--- config.mk ---
export PLATFORM = sky130hd
export DESIGN_NAME = pxm_dev_flat
export DESIGN_NICKNAME = d
export VERILOG_FILES = /design/src/core/pxm_pkg.sv /design/src/core/pxm_if.sv /design/src/core/pxm_port_route.sv /design/src/core/pxm_dev.sv /design/src/flat_wrapper.sv
export SDC_FILE = /design/constraint.sdc
export NUM_CORES = 1
export LEC_CHECK = 0
export BUFFER_PORTS_ARGS = -buffer_cell sky130_fd_sc_hd__buf_2
export CORE_MARGIN = 5
export CORE_UTILIZATION = 46
export CTS_CLUSTER_DIAMETER = 150
export DETAILED_ROUTE_END_ITERATION = 8
export GPL_TIMING_DRIVEN = 0
export PLACE_DENSITY = 0.79
export SETUP_SLACK_MARGIN = 0.5
export SYNTH_ARGS = -nofsm -noshare
export SYNTH_HDL_FRONTEND = slang
export SYNTH_SLANG_ARGS = --single-unit
--- constraint.sdc ---
create_clock -name mclk -period 1.8 [get_ports mclk]
set_input_delay 0.18 -clock mclk [delete_from_list [all_inputs] [get_ports mclk]]
set_output_delay 0.18 -clock mclk [all_outputs]
set_load 0.03 [all_outputs]
--- src/core/pxm_pkg.sv ---
// Purpose: shared constants for the event mask, command monitor and port map
// Assumes: one clock, mclk at 100 MHz; asynchronous active-high reset
// Notes: offsets are byte addresses within the controller register space
`default_nettype none
package pxm_pkg;
   localparam int ADDR_W = 16;
   localparam int DATA_W = 32;
   localparam int NPORT = 3;

   // register offsets
   localparam logic [15:0] OFF_STATUS = 16'hd094;
   localparam logic [15:0] OFF_IRQ_EN = 16'hd098;
   localparam logic [15:0] OFF_TGT_CMD = 16'hd09c;
   localparam logic [15:0] OFF_PORT_MAP = 16'hd100;

   // event and enable bit positions (status and mask share them)
   localparam int BIT_PSTATE = 24;
   localparam int BIT_WAKE_SET = 23;
   localparam int BIT_WAKE_CLR = 22;
   localparam int BIT_FAST = 21;
   localparam int EV_LO = 21;
   localparam int EV_HI = 24;

   // command monitor field
   localparam int CMD_LO = 0;
   localparam int CMD_W = 4;

   // port map field positions: A, B, C
   localparam int PORT_A_LO = 28;
   localparam int PORT_B_LO = 24;
   localparam int PORT_C_LO = 20;
   localparam int SEL_W = 3;

   // reset values
   localparam logic [3:0] RST_IRQ_EN = 4'h0;
   localparam logic [2:0] RST_FLAGS = 3'h0;
   localparam logic [3:0] RST_CMD = 4'h0;
   localparam logic [2:0] RST_PORT_A = 3'h7;
   localparam logic [2:0] RST_PORT_B = 3'h6;
   localparam logic [2:0] RST_PORT_C = 3'h5;

   // source codes; 3'h4 to 3'h6 are reserved
   localparam logic [2:0] SRC_CTRL = 3'h7;
   localparam logic [2:0] SRC_RSV_LO = 3'h4;
endpackage
`default_nettype wire

--- src/core/pxm_if.sv ---
// Purpose: joins the register group and its far party
// Assumes: both ends on mclk; request lines are active-low pins
// Notes: reg_req is a one-cycle pulse, reg_ack follows one cycle later
`default_nettype none
interface pxm_if;
   import pxm_pkg::*;
   // register access
   logic reg_req;
   logic reg_we;
   logic [ADDR_W-1:0] reg_addr;
   logic [DATA_W-1:0] reg_wdata;
   logic [DATA_W-1:0] reg_rdata;
   logic reg_ack;
   // power management configuration events
   logic pm_state_wr;
   logic pme_en_set;
   logic pme_sts_clr;
   // target access monitor
   logic tgt_active;
   logic [CMD_W-1:0] tgt_cmd;
   // pins
   logic m66en;
   logic [3:0] req_n;

   modport dev (
      input reg_req, reg_we, reg_addr, reg_wdata,
      output reg_rdata, reg_ack,
      input pm_state_wr, pme_en_set, pme_sts_clr, tgt_active, tgt_cmd, m66en, req_n
   );
   modport host (
      output reg_req, reg_we, reg_addr, reg_wdata,
      input reg_rdata, reg_ack,
      output pm_state_wr, pme_en_set, pme_sts_clr, tgt_active, tgt_cmd, m66en, req_n
   );
endinterface
`default_nettype wire

--- src/core/pxm_port_route.sv ---
// Purpose: picks the request source for one arbiter port
// Assumes: requests are active high and already synchronised
// Notes: reserved codes select nothing
`default_nettype none
module pxm_port_route
   import pxm_pkg::*;
(
   // selection
   input wire logic [SEL_W-1:0] sel,
   // sources
   input wire logic ctrl_req,
   input wire logic [3:0] ext_req,
   // result
   output logic port_req
);
   always_comb begin
      if (sel == SRC_CTRL) begin
         port_req = ctrl_req;
      end else if (sel >= SRC_RSV_LO) begin
         port_req = 1'b0;
      end else begin
         port_req = ext_req[sel[1:0]];
      end
   end
endmodule
`default_nettype wire

--- src/core/pxm_dev.sv ---
// Purpose: event mask, target command monitor and request port map
// Assumes: far end drives event pulses on mclk; m66en and req_n are pins
// Notes: map_changed pulses on every port map write
`default_nettype none
module pxm_dev
   import pxm_pkg::*;
(
   // clock and reset
   input wire logic mclk,
   input wire logic rst,
   // link
   pxm_if.dev lnk,
   // controller side
   input wire logic host_mode,
   input wire logic ctrl_req,
   output logic [NPORT-1:0] arb_req,
   output logic map_changed,
   output logic irq
);
   typedef struct packed {
      logic [3:0] ien;
      logic [2:0] flg;
      logic [CMD_W-1:0] cmd;
      logic [NPORT-1:0][SEL_W-1:0] map;
      logic [DATA_W-1:0] rdata;
      logic ack;
      logic irq;
      logic [1:0] m66_s;
      logic [3:0] req_s1;
      logic [3:0] req_s2;
      logic [NPORT-1:0] arb;
      logic map_chg;
   } pxm_dev_st_t;

   pxm_dev_st_t st_q;
   pxm_dev_st_t st_d;
   logic [NPORT-1:0] route;
   logic wr;
   logic rd;
   logic [2:0] ev;
   logic [3:0] pend;
   logic fast_lvl;
   // address decode for writes
   logic hit_status;
   logic hit_ien;
   logic hit_map;
   // per-port map fields and read words
   logic [NPORT-1:0][SEL_W-1:0] map_wr;
   logic [NPORT-1:0][DATA_W-1:0] map_rd;
   logic [DATA_W-1:0] map_word;
   logic [DATA_W-1:0] status_word;
   logic [DATA_W-1:0] ien_word;
   logic [DATA_W-1:0] cmd_word;

   // one router and one map field per port
   genvar gi;
   generate
      for (gi = 0; gi < NPORT; gi = gi + 1) begin : g_port
         // field position of this port: A, B, C from the top down
         localparam int LO = (gi == 0) ? PORT_A_LO : ((gi == 1) ? PORT_B_LO : PORT_C_LO);
         // field written and read back in place
         assign map_wr[gi] = lnk.reg_wdata[LO +: SEL_W];
         assign map_rd[gi] = DATA_W'(st_q.map[gi]) << LO;
         pxm_port_route u_route (
            .sel(st_q.map[gi]),
            .ctrl_req(ctrl_req),
            .ext_req(~st_q.req_s2),
            .port_req(route[gi])
         );
      end
   endgenerate

   always_comb begin
      st_d = st_q;
      wr = lnk.reg_req & lnk.reg_we;
      rd = lnk.reg_req & ~lnk.reg_we;
      fast_lvl = st_q.m66_s[1];
      ev = {lnk.pm_state_wr, lnk.pme_en_set, lnk.pme_sts_clr};
      hit_status = (lnk.reg_addr == OFF_STATUS);
      hit_ien = (lnk.reg_addr == OFF_IRQ_EN);
      hit_map = (lnk.reg_addr == OFF_PORT_MAP);

      // pins pass two flops before use
      // only the second stage is read, so no metastable bit spreads
      st_d.m66_s = {st_q.m66_s[0], lnk.m66en};
      st_d.req_s1 = lnk.req_n;
      st_d.req_s2 = st_q.req_s1;

      if (wr && hit_status) begin
         st_d.flg = st_q.flg & ~lnk.reg_wdata[EV_HI:BIT_WAKE_CLR];
      end
      st_d.flg = st_d.flg | ev;

      if (wr && hit_ien) begin
         st_d.ien = lnk.reg_wdata[EV_HI:EV_LO];
      end

      st_d.map_chg = 1'b0;
      if (wr && hit_map) begin
         st_d.map = map_wr;
         st_d.map_chg = 1'b1;
      end

      // command of access in progress
      // sampled each clock: a command shorter than a clock is missed
      st_d.cmd = lnk.tgt_active ? lnk.tgt_cmd : RST_CMD;

      // read words: reserved bits stay zero
      status_word = '0;
      status_word[EV_HI:BIT_WAKE_CLR] = st_q.flg;
      status_word[BIT_FAST] = fast_lvl;
      ien_word = '0;
      ien_word[EV_HI:EV_LO] = st_q.ien;
      cmd_word = '0;
      cmd_word[CMD_LO +: CMD_W] = st_q.cmd;
      map_word = '0;
      for (int i = 0; i < NPORT; i++) begin
         map_word = map_word | map_rd[i];
      end

      // unmapped reads give zero
      // writes are answered too, so the far end never waits on a bad address
      st_d.ack = lnk.reg_req;
      st_d.rdata = '0;
      if (rd) begin
         case (lnk.reg_addr)
            OFF_STATUS: begin
               st_d.rdata = status_word;
            end
            OFF_IRQ_EN: begin
               st_d.rdata = ien_word;
            end
            OFF_TGT_CMD: begin
               st_d.rdata = cmd_word;
            end
            OFF_PORT_MAP: begin
               st_d.rdata = map_word;
            end
            default: begin
               st_d.rdata = '0;
            end
         endcase
      end

      pend[3:1] = st_q.flg & st_q.ien[3:1];
      // fast bus term only as satellite
      // status cannot clear; enable masks it
      pend[0] = fast_lvl & st_q.ien[0] & ~host_mode;
      // any pending event
      // registered, so enable writes never glitch the pin
      st_d.irq = |pend;

      st_d.arb = route;
   end

   always_ff @(posedge mclk or posedge rst) begin
      if (rst) begin
         st_q.ien <= RST_IRQ_EN;
         st_q.flg <= RST_FLAGS;
         st_q.cmd <= RST_CMD;
         st_q.map[0] <= RST_PORT_A;
         st_q.map[1] <= RST_PORT_B;
         st_q.map[2] <= RST_PORT_C;
         st_q.rdata <= '0;
         st_q.ack <= 1'b0;
         st_q.irq <= 1'b0;
         st_q.m66_s <= 2'h0;
         // pins idle high (no request)
         st_q.req_s1 <= 4'hf;
         st_q.req_s2 <= 4'hf;
         st_q.arb <= '0;
         st_q.map_chg <= 1'b0;
      end else begin
         st_q <= st_d;
      end
   end

   assign lnk.reg_rdata = st_q.rdata;
   assign lnk.reg_ack = st_q.ack;
   assign arb_req = st_q.arb;
   assign map_changed = st_q.map_chg;
   assign irq = st_q.irq;
endmodule
`default_nettype wire

--- src/flat_wrapper.sv ---
// flat-port wrapper written by rule: the top's interface ports become plain ports
module pxm_dev_flat import pxm_pkg::*;
  (mclk, rst, host_mode, ctrl_req, arb_req, map_changed, irq, lnk_reg_req, lnk_reg_we, lnk_reg_addr, lnk_reg_wdata, lnk_reg_rdata, lnk_reg_ack, lnk_pm_state_wr, lnk_pme_en_set, lnk_pme_sts_clr, lnk_tgt_active, lnk_tgt_cmd, lnk_m66en, lnk_req_n);
  pxm_if lnk_i ();
  input wire logic mclk;
  input wire logic rst;
  input wire logic host_mode;
  input wire logic ctrl_req;
  output logic [NPORT-1:0] arb_req;
  output logic map_changed;
  output logic irq;
  input wire logic [$bits(lnk_i.reg_req)-1:0] lnk_reg_req;
  input wire logic [$bits(lnk_i.reg_we)-1:0] lnk_reg_we;
  input wire logic [$bits(lnk_i.reg_addr)-1:0] lnk_reg_addr;
  input wire logic [$bits(lnk_i.reg_wdata)-1:0] lnk_reg_wdata;
  output wire logic [$bits(lnk_i.reg_rdata)-1:0] lnk_reg_rdata;
  output wire logic [$bits(lnk_i.reg_ack)-1:0] lnk_reg_ack;
  input wire logic [$bits(lnk_i.pm_state_wr)-1:0] lnk_pm_state_wr;
  input wire logic [$bits(lnk_i.pme_en_set)-1:0] lnk_pme_en_set;
  input wire logic [$bits(lnk_i.pme_sts_clr)-1:0] lnk_pme_sts_clr;
  input wire logic [$bits(lnk_i.tgt_active)-1:0] lnk_tgt_active;
  input wire logic [$bits(lnk_i.tgt_cmd)-1:0] lnk_tgt_cmd;
  input wire logic [$bits(lnk_i.m66en)-1:0] lnk_m66en;
  input wire logic [$bits(lnk_i.req_n)-1:0] lnk_req_n;
  assign lnk_i.reg_req = lnk_reg_req;
  assign lnk_i.reg_we = lnk_reg_we;
  assign lnk_i.reg_addr = lnk_reg_addr;
  assign lnk_i.reg_wdata = lnk_reg_wdata;
  assign lnk_reg_rdata = lnk_i.reg_rdata;
  assign lnk_reg_ack = lnk_i.reg_ack;
  assign lnk_i.pm_state_wr = lnk_pm_state_wr;
  assign lnk_i.pme_en_set = lnk_pme_en_set;
  assign lnk_i.pme_sts_clr = lnk_pme_sts_clr;
  assign lnk_i.tgt_active = lnk_tgt_active;
  assign lnk_i.tgt_cmd = lnk_tgt_cmd;
  assign lnk_i.m66en = lnk_m66en;
  assign lnk_i.req_n = lnk_req_n;
  pxm_dev u_core (.mclk(mclk), .rst(rst), .lnk(lnk_i), .host_mode(host_mode), .ctrl_req(ctrl_req), .arb_req(arb_req), .map_changed(map_changed), .irq(irq));
endmodule
==> results of run 1 <==
[through the flow]
stage               power (W)  cells  area [um2]  hold WS, ns  TNS [ns]
global placement      0.00138    320        2730        0.285    -0.134
detailed placement    0.00139    320        2730        0.287    -0.128
finish                0.00216    339        3020       0.0506         0
global route          0.00225    339        3020       0.0516         0
floorplan             0.00132    189        2320        0.184         0
CTS                   0.00217    334        2920       0.0479         0
[area by class of cell]
cell class	instances	area [um2]	share of cell area
clock inverter	1	8.76	0.00290
sequential	50	1270	0.420
timing repair buffer	75	434	0.144
tap	67	83.8	0.0277
clock buffer	7	108	0.0356
buffer	38	290	0.0960
multi-input combinational	99	818	0.271
inverter	2	11.3	0.00372
[state kept, by name, summed over array words and instances (netlist names)]
register              flops
u_core.map_changed        1
u_core.irq                1
u_core.lnk.reg_ack        1
u_core.ien_word           4
u_core.lnk.reg_rdata     14
u_core.map_rd             9
u_core.st_d               5
u_core.cmd_word           4
u_core.arb_req            3
u_core.st_q               7
u_core.fast_lvl           1
[per-layer routing]
metal	global-route usage	routed length (um)	share of wire	vias to the layer above
li1	-	-	-	744
met1	0.164	1770	0.41	703
met2	0.227	2170	0.50	52
met3	0.0361	289	0.067	8
met4	0.0591	72	0.017	0
met5	0	0	0	-
[cells by family (layout without fill, tap and decap cells)]
logic type | count (synthesis) | in the layout | synth area share
buf+inv | 40 | 123 | 0.131
compound gates | 16 | 16 | 0.0551
other cells | 1 | 18 | 0.00167
simple gates | 49 | 49 | 0.137
mux | 16 | 16 | 0.110
flops | 50 | 50 | 0.565
[power by group]
part           internal, W  switching (W)  total [W]
clock network     0.000401       0.000372   0.000773
logic            0.0000972       0.000130   0.000227
registers          0.00115     0.00000663    0.00116
total              0.00165       0.000509    0.00216
[cells in the mapped netlist, types with 2 or more instances]
cell	count	area share
inv_1	2	0.0033
dfstp_2	15	0.18
o21ai_0	4	0.0089
mux2_2	4	0.020
nand2_1	4	0.0067
dfrtp_1	35	0.39
nor2_1	7	0.012
a21o_1	3	0.010
nand3_1	5	0.011
nor2b_1	2	0.0056
a22o_1	3	0.012
buf_4	36	0.12
and2_1	15	0.042
a32oi_1	2	0.0078
and4_1	2	0.0078
nor4_1	2	0.0056
mux2_4	9	0.060
nand4_1	3	0.0084
mux4_2	3	0.030
[worst max-delay path by stage]
stage / startpoint / endpoint / slack [ns] / cells after the start
2_1_floorplan: lnk_reg_addr[6] / u_core.map_rd[56]$_DFFE_PP0P_ / 0.16 / 5
3_3_place_gp: lnk_reg_addr[6] / u_core.map_rd[85]$_DFFE_PP0P_ / -0.05 / 6
3_5_place_dp: lnk_reg_addr[6] / u_core.map_rd[56]$_DFFE_PP0P_ / -0.05 / 6
4_1_cts: lnk_reg_addr[5] / u_core.map_rd[56]$_DFFE_PP0P_ / 0.31 / 6
5_1_grt: lnk_reg_addr[13] / u_core.lnk.reg_rdata[26]$_DFF_PP0_ / 0.30 / 7
6_report: lnk_reg_addr[13] / u_core.map_rd[56]$_DFFE_PP0P_ / 0.32 / 6
[timing repair]
action | CTS | global route
endpoints found under the hold margin | 5 | 0
endpoints found under the setup margin | 31 | 33
cloned | 1 | 1
resized for setup | 6 | 16
pin swaps | 3 | 8
hold buffers | 5 | 0
buffers inserted | 0 | 4
==> reports/qor.txt, run 1 <==
most common cell after layout, fill and taps aside = buf_2
Crit-path slowest cell = or4bb_4
Tmin final = 1.48 ns
crit-path max FO = 5
slack of the critical path = 0.321 ns
core footprint = 4720 um2
Syn. warnings = 0
final-report setup violation count = 0
Clock Latency Late Sink = 0.31 ns
CP startpoint kind = input port
row cnt = 25
clock skew = 0.00591 ns
Reg clk slew, reported paths = 0.08 ns
crit-path max cell delay = 0.56 ns
I/O pin count = 105
net count reported at finish = 338
Layout fillers = 365
I/O Buffers = 64
hold-critical path depth = 2
Slew Viols, Final = 0
LEAKAGE = 1.53 nW
die area = 6380 um2
Die W = 79.9 um
dpl ws = -0.0504 ns
R2R depth = 2
vias in the first global route = 1516
Hold Path End = u_core.st_q[61]$_DFF_PP0_
Async SR Flop Fraction = 1.00
detailed router's first-iteration violation count = 61
critical setup path kind = in -> reg
Data required, critical path = 1.99 ns
initial antenna violation count = 0
Max clock buf depth = 2
Layout area overhead = 34.6%
most frequent cells in the layout = 62 x buf_2, 41 x buf_4, 35 x dfrtp_1
period utilisation layout = 0.822
Syn Area/Cell = 13.1 um2
routed vias/inst = 4.45
R2R setup slack = 0.52 ns
Cell variety after synth = 35
# diodes = 0
Post-Syn Instances = 172
Initial Util = 0.476
#FFs+latches synth = 50
clk root buf = clkbuf_8
first-pass GRT wire length = 6.67 mm
Reg-to-Reg Start = u_core.map_rd[84]$_DFFE_PP1P_
Worst Max-Slew Pin Slew = 1.04 ns
wire length per cell = 12.7 um
Die H = 79.9 um
Bufs and invs on worst path = 2
dpl hpwl = 3.19 mm
unrepaired setup endpoints after global routing = yes
max frequency = 0.676 GHz
cell family with most CP delay = simple AND/OR/NAND/NOR gates
H-tree depth = 2
Main synth FF type = dfrtp_1
CP Cell Sequence = buf_6 -> or4bb_4 -> nor4_4 -> and2_4 -> buf_6 -> mux2_4
Most common cell on crit path = buf_6
min-delay src = lnk_pme_sts_clr
Worst EP arrival = 1.67 ns
clock sinks = 50
Max transition margin = 0.306
fin util = 0.640
P per Cell Area = 714 nW/um2
total gr overflow = 0
Reg-to-Reg End = u_core.arb_req[2]$_DFF_PP0_
post-route ant nets = 0
max-cap violation count = 0
area of the mapped netlist = 2250 um2
status = finished clean
Total Wirelength = 4.31 mm
number of CTS-inserted buffers = 5
VDD IR-drop max = 0.000476 V
Hold Path Class = in -> reg
Total GRT Usage = 0.136
EDFF count, synth = 0
largest net degree at the start of global routing = 51
Initial DRT Pass Iterations = 4
Post-route DRC = 0
sequential cell area fraction in the yosys report = 0.565
vias = 1507
CP Capture Type = register
Final Hold Viols = 0
GP Congestion = 0.757
CTS tree = done
layout cells sized above 1 = 0.610
Power figures use the tool's default switching activity.
==> run 2: changes to the inputs <==
- ABC_AREA: unset -> 1
- CORE_UTILIZATION: 46 -> 47
- clock period: 1.8 -> 1.4 ns (I/O delays scaled with it)
==> run 2 against run 1 <==
Critical path depth decreased by 4. Synthesized cell count rose by 55%. Sequential cell count unchanged. Clock power up 7.4%. Non-clock buffer count is 9 higher. First-iteration DRC count increased by 110%. Clock skew about the same. Die area increased by 4.9%. Count of clock-buffer cells in the layout fell by 2. Utilization grew 6.0 points. Synthesized area increased by 7.9%. Cell area is 18% higher.
==> reports/qor.txt, run 2 <==
dpl hpwl = 3.70 mm
most common cell in the netlist = nand2_1
crit-path max cell delay = 0.39 ns
net count reported at finish = 442
Post-Syn Instances = 266
CTS tree = done
row cnt = 26
vias = 1984
final-report setup violation count = 0
Layout fillers = 408
CP Cell Sequence = buf_6 -> buf_6
Hold Path End = u_core.st_q[62]$_DFF_PP0_
unrepaired setup endpoints after global routing = yes
Die H = 81.8 um
# diodes = 0
sequential cell area fraction in the yosys report = 0.524
Total Wirelength = 5.29 mm
wire length per cell = 11.9 um
LEAKAGE = 1.80 nW
Tmin final = 1.07 ns
met2 wire len = 2.90 mm
total gr overflow = 0
Data required, critical path = 1.26 ns
Total GRT Usage = 0.159
post-route ant nets = 0
Final TNS setup = 0 ns
top-area cell type share of the netlist area = 0.361
number of CTS-inserted buffers = 5
P per Cell Area = 752 nW/um2
Main synth FF type = dfrtp_1
Hold Path Class = in -> reg
detailed router's first-iteration violation count = 131
die area = 6700 um2
R2R setup slack = 0.34 ns
Final Hold Viols = 0
hold-critical path depth = 2
Pwr Total = 0.00267 W
metal3 WL = 303 um
period utilisation layout = 0.764
#FFs+latches synth = 50
first-pass GRT wire length = 8.15 mm
layout cells sized above 1 = 0.561
Initial DRT Pass Iterations = 4
R2R depth = 4
CP startpoint kind = register
Crit-path slowest cell = dfrtp_1
max-cap violation count = 0
GP Congestion = 0.840
Worst Max-Slew Pin Slew = 1.01 ns
Cell variety after synth = 27
Syn Area/Cell = 9.12 um2
Most common cell on crit path = buf_6
vias in the first global route = 1880
Clock Latency Late Sink = 0.30 ns
clock sinks = 50
CP Capture Type = primary output
Worst EP arrival = 0.93 ns
Synth area leader = dfrtp_1
Die W = 81.8 um
VDD IR-drop max = 0.000806 V
EDFF count, synth = 0
critical setup path kind = reg -> out
I/O pin count = 105
I/O Buffers = 64
Post-route DRC = 0
clk root buf = clkbuf_8
top post-synthesis cells by area = dfrtp_1 36%, dfstp_2 16%, buf_4 11%
Max clock buf depth = 2
Top Layer Used = met4
Syn. warnings = 0
max frequency = 0.935 GHz
Reg clk slew, reported paths = 0.09 ns
core footprint = 5070 um2
Reg-to-Reg Start = u_core.map_rd[84]$_DFFE_PP1P_
WHS = 0.0182 ns
max FFs per register = 14
Synth top cells by count = 57 x nand2_1, 35 x buf_4, 35 x dfrtp_1
clock skew = 0.00579 ns
most common cell after layout, fill and taps aside = nand2_1
area of the mapped netlist = 2420 um2
Max transition margin = 0.326
wl on met1 = 2.02 mm
largest net degree at the start of global routing = 51
crit-path max FO = 1
routed vias/inst = 4.45
Initial Util = 0.478
H-tree depth = 2
status = finished clean
Layout area overhead = 46.6%
Async SR Flop Fraction = 1.00
Reg-to-Reg End = u_core.arb_req[2]$_DFF_PP0_
min-delay src = lnk_pme_en_set
most frequent cells in the layout = 48 x nand2_1, 45 x buf_6, 41 x buf_2
Slew Viols, Final = 0
initial antenna violation count = 0
[run 2: cell families after synthesis]
logic type / after synthesis / share of synthesized area
simple gates: 126 / 0.248
buf+inv: 63 / 0.162
flops: 50 / 0.524
compound gates: 26 / 0.0655
other cells: 1 / 0.00155
[run 2: timing repair]
item | CTS | global route
hold buffers | 6 | 0
buffers inserted | 7 | 7
resized for setup | 64 | 43
hold endpoints to repair | 6 | 0
gates cloned | 0 | 1
setup endpoints to repair | 29 | 44
pin swaps | 13 | 30
[run 2: stage by stage]
stage | instance area (um2) | std cells | worst slack (ns) | util
detailed placement | 2950 | 417 | 0.137 | 0.580
floorplan | 2540 | 283 | 0.415 | -
global placement | 2950 | 417 | 0.180 | 0.580
CTS | 3360 | 438 | 0.313 | 0.662
finish | 3550 | 446 | 0.331 | 0.700
global route | 3550 | 446 | 0.277 | 0.700
[run 2: metal layers]
layer,global-route usage,up-vias
met2,0.275,58
li1,-,998
met4,0.0565,0
met3,0.0395,7
met5,0,-
met1,0.191,921
[run 2: worst max-delay path: cells and delay by family, from the launching register on]
kind	cells	cell delay, ns
flops	1	0.39
buf+inv	2	0.24
[run 2: area by class of cell]
cell class,instances,area (um2),area share
timing repair buffer,85,652,0.183
sequential,50,1270,0.358
clock buffer,5,68.8,0.0194
buffer,37,358,0.101
clock inverter,3,18.8,0.00528
tap,70,87.6,0.0246
inverter,26,106,0.0299
multi-input combinational,170,992,0.279
[run 2: power breakdown]
| group | switching [W] | leakage [nW] | internal [W] |
|---|---|---|---|
| Sequential | 0.0000155 | 0.595 | 0.00148 |
| Clock | 0.000477 | 0.0483 | 0.000352 |
| Combinational | 0.000205 | 1.15 | 0.000144 |
[run 2: worst max path at each step]
stage                                       from                                  to  slack, ns  depth (start not counted)
4_1_cts        u_core.lnk.reg_rdata[0]$_DFF_PP0_                    lnk_reg_rdata[0]       0.31                          2
5_1_grt            u_core.map_rd[84]$_DFFE_PP1P_         u_core.arb_req[2]$_DFF_PP0_       0.28                          4
2_1_floorplan                    lnk_reg_addr[1]       u_core.map_rd[85]$_DFFE_PP0P_       0.41                          7
3_5_place_dp                         lnk_reg_req  u_core.lnk.reg_rdata[28]$_DFF_PP0_       0.14                          5
3_3_place_gp                         lnk_reg_req  u_core.lnk.reg_rdata[29]$_DFF_PP0_       0.18                          5
6_report       u_core.lnk.reg_rdata[0]$_DFF_PP0_                    lnk_reg_rdata[0]       0.33                          2
==> run 3: changes to the inputs <==
- ABC_AREA: 1 -> 0
- CORE_UTILIZATION: 47 -> 42
- PLACE_DENSITY: 0.79 -> 0.76
- clock period: 1.4 -> 0.95 ns (I/O delays scaled with it)
==> run 3 against run 2 <==
The run now ends with hold timing, setup timing left. Critical path depth is 4 higher. Power up 45%. Count of clock-buffer cells in the layout unchanged. Largest cell class unchanged. First-iteration DRC count fell by 40%.
==> reports/qor.txt, run 3 (same netlist as run 1, synthesis figures left out) <==
row cnt = 26
Reg clk slew, reported paths = 0.09 ns
Reg power frac = 0.568
Final Hold Viols = 46
register area = 1270 um2
largest net degree at the start of global routing = 26
CP Capture Type = register
CP startpoint = lnk_reg_addr[6]
P per Cell Area = 1200 nW/um2
first-pass GRT wire length = 7.27 mm
layout cells sized above 1 = 0.651
slack of the critical path = -0.459 ns
Max transition margin = 0.636
Total GRT Usage = 0.133
R2R setup slack = -0.30 ns
Reg-to-Reg End = u_core.arb_req[0]$_DFF_PP0_
Final TNS setup = -14.26 ns
Gate power share = 0.117
I/O pin count = 105
Clock Latency Late Sink = 0.30 ns
Worst EP arrival = 1.60 ns
dpl ws = -0.864 ns
fin util = 0.628
final-report setup violation count = 52
Post-route DRC = 0
R2R depth = 2
Switching Share = 0.251
wire length per cell = 13.9 um
crit path to = u_core.map_rd[85]$_DFFE_PP0P_
Layout fillers = 414
WHS = -0.118 ns
max FFs per register = 14
Pint = 0.00290 W
dpl hpwl = 3.18 mm
max frequency = 0.710 GHz
routed vias/inst = 4.51
Cell Area, Placed = 2800 um2
vias = 1542
H-tree depth = 2
failing checks = hold timing, setup timing
clock sinks = 50
unrepaired setup endpoints after global routing = yes
Worst Max-Slew Pin Slew = 0.544 ns
LEAKAGE = 1.55 nW
detailed router's first-iteration violation count = 79
Slew Viols, Final = 0
clock skew = 0.00675 ns
I/O Buffers = 64
GP Congestion = 0.781
Initial Util = 0.437
total gr overflow = 0
Data required, critical path = 1.14 ns
# diodes = 0
Crit-path slowest cell = or4bb_4
CTS tree = done
Layout area overhead = 43.6%
Die W = 83.1 um
initial antenna violation count = 1
critical setup path kind = in -> reg
number of CTS-inserted buffers = 5
most common cell after layout, fill and taps aside = buf_6
CP Cell Sequence = buf_6 -> or4bb_4 -> nor4_4 -> and2_4 -> buf_6 -> mux2_4
vias in the first global route = 1497
area of the multi-input gates = 845 um2
Clk network pwr share = 0.316
Total Wirelength = 4.76 mm
core footprint = 5140 um2
VDD IR-drop max = 0.000996 V
Reg-to-Reg Start = u_core.map_rd[28]$_DFFE_PP1P_
most frequent cells in the layout = 43 x buf_6, 42 x buf_2, 32 x dfrtp_1
crit-path max FO = 5
net count reported at finish = 338
Die H = 83.1 um
period utilisation layout = 1.48
die area = 6910 um2
CP startpoint kind = input port
net switching power = 0.000970 W
Hold Path Class = in -> async
max-cap violation count = 0
Max clock buf depth = 2
final instance area = 3230 um2
post-route ant nets = 0
clk root buf = clkbuf_8
status = complete, but fails checks
Tmin final = 1.41 ns
Most common cell on crit path = buf_6
Pwr Total = 0.00387 W
crit-path max cell delay = 0.57 ns
Initial DRT Pass Iterations = 7
-- run 3: worst min path at each step --
| stage | from | end | depth (start not counted) |
|---|---|---|---|
| after floorplan | lnk_req_n[0] | u_core.st_d[4]$_DFF_PP1_ | 0 |
| after global placement | lnk_req_n[2] | u_core.st_d[6]$_DFF_PP1_ | 1 |
| after detailed placement | lnk_req_n[0] | u_core.st_d[4]$_DFF_PP1_ | 1 |
| after CTS | lnk_req_n[0] | u_core.st_d[4]$_DFF_PP1_ | 1 |
| after global routing | lnk_req_n[0] | u_core.st_d[4]$_DFF_PP1_ | 1 |
| final | rst | u_core.lnk.reg_rdata[28]$_DFF_PP0_ | 2 |
-- run 3: layout make-up --
| class | instances | area share |
|---|---|---|
| repair buffers | 74 | 0.172 |
| multi-input cells | 99 | 0.262 |
| clock buffers | 5 | 0.0213 |
| inverters | 2 | 0.00349 |
| well taps | 70 | 0.0271 |
| repair inverters | 1 | 0.00233 |
| flip-flops and latches | 50 | 0.395 |
| plain buffers | 38 | 0.110 |
| clock inverters | 3 | 0.00737 |
-- run 3: power by group through the flow --
stage | registers [W] | logic (W) | clock network (W)
final | 0.00220 | 0.000451 | 0.00122
after CTS | 0.00220 | 0.000423 | 0.00127
after floorplan | 0.00224 | 0.000264 | 0
after detailed placement | 0.00224 | 0.000395 | 0
after global routing | 0.00220 | 0.000487 | 0.00135
after global placement | 0.00223 | 0.000390 | 0
-- run 3: metal layers --
layer  up-vias  share of wire  GRT usage
met5         -         0.0027          0
met1       707           0.38      0.145
li1        746              -          -
met2        70           0.52      0.229
met3        17          0.067     0.0446
met4         2          0.038     0.0654
-- run 3: critical path: cells and delay by family --
family,cells,cell delay (ns)
AND/OR/NAND/NOR,3,0.99
buffers and inverters,2,0.22
multiplexers,1,0.30
-- run 3: per-stage QoR --
step                      hold slack [ns]  std cells
after CTS                          -0.132        340
after floorplan                    0.0995        189
after global placement              0.201        323
after global routing               -0.143        342
final                              -0.118        342
after detailed placement            0.201        323
-- run 3: repair_timing --
item                                   in CTS  in global routing
setup buffers                               7                  2
pin swaps                                   5                 14
gates cloned                                2                  0
endpoints found under the hold margin      49                 47
setup endpoints to repair                 110                 60
gates resized for setup                    49                 17
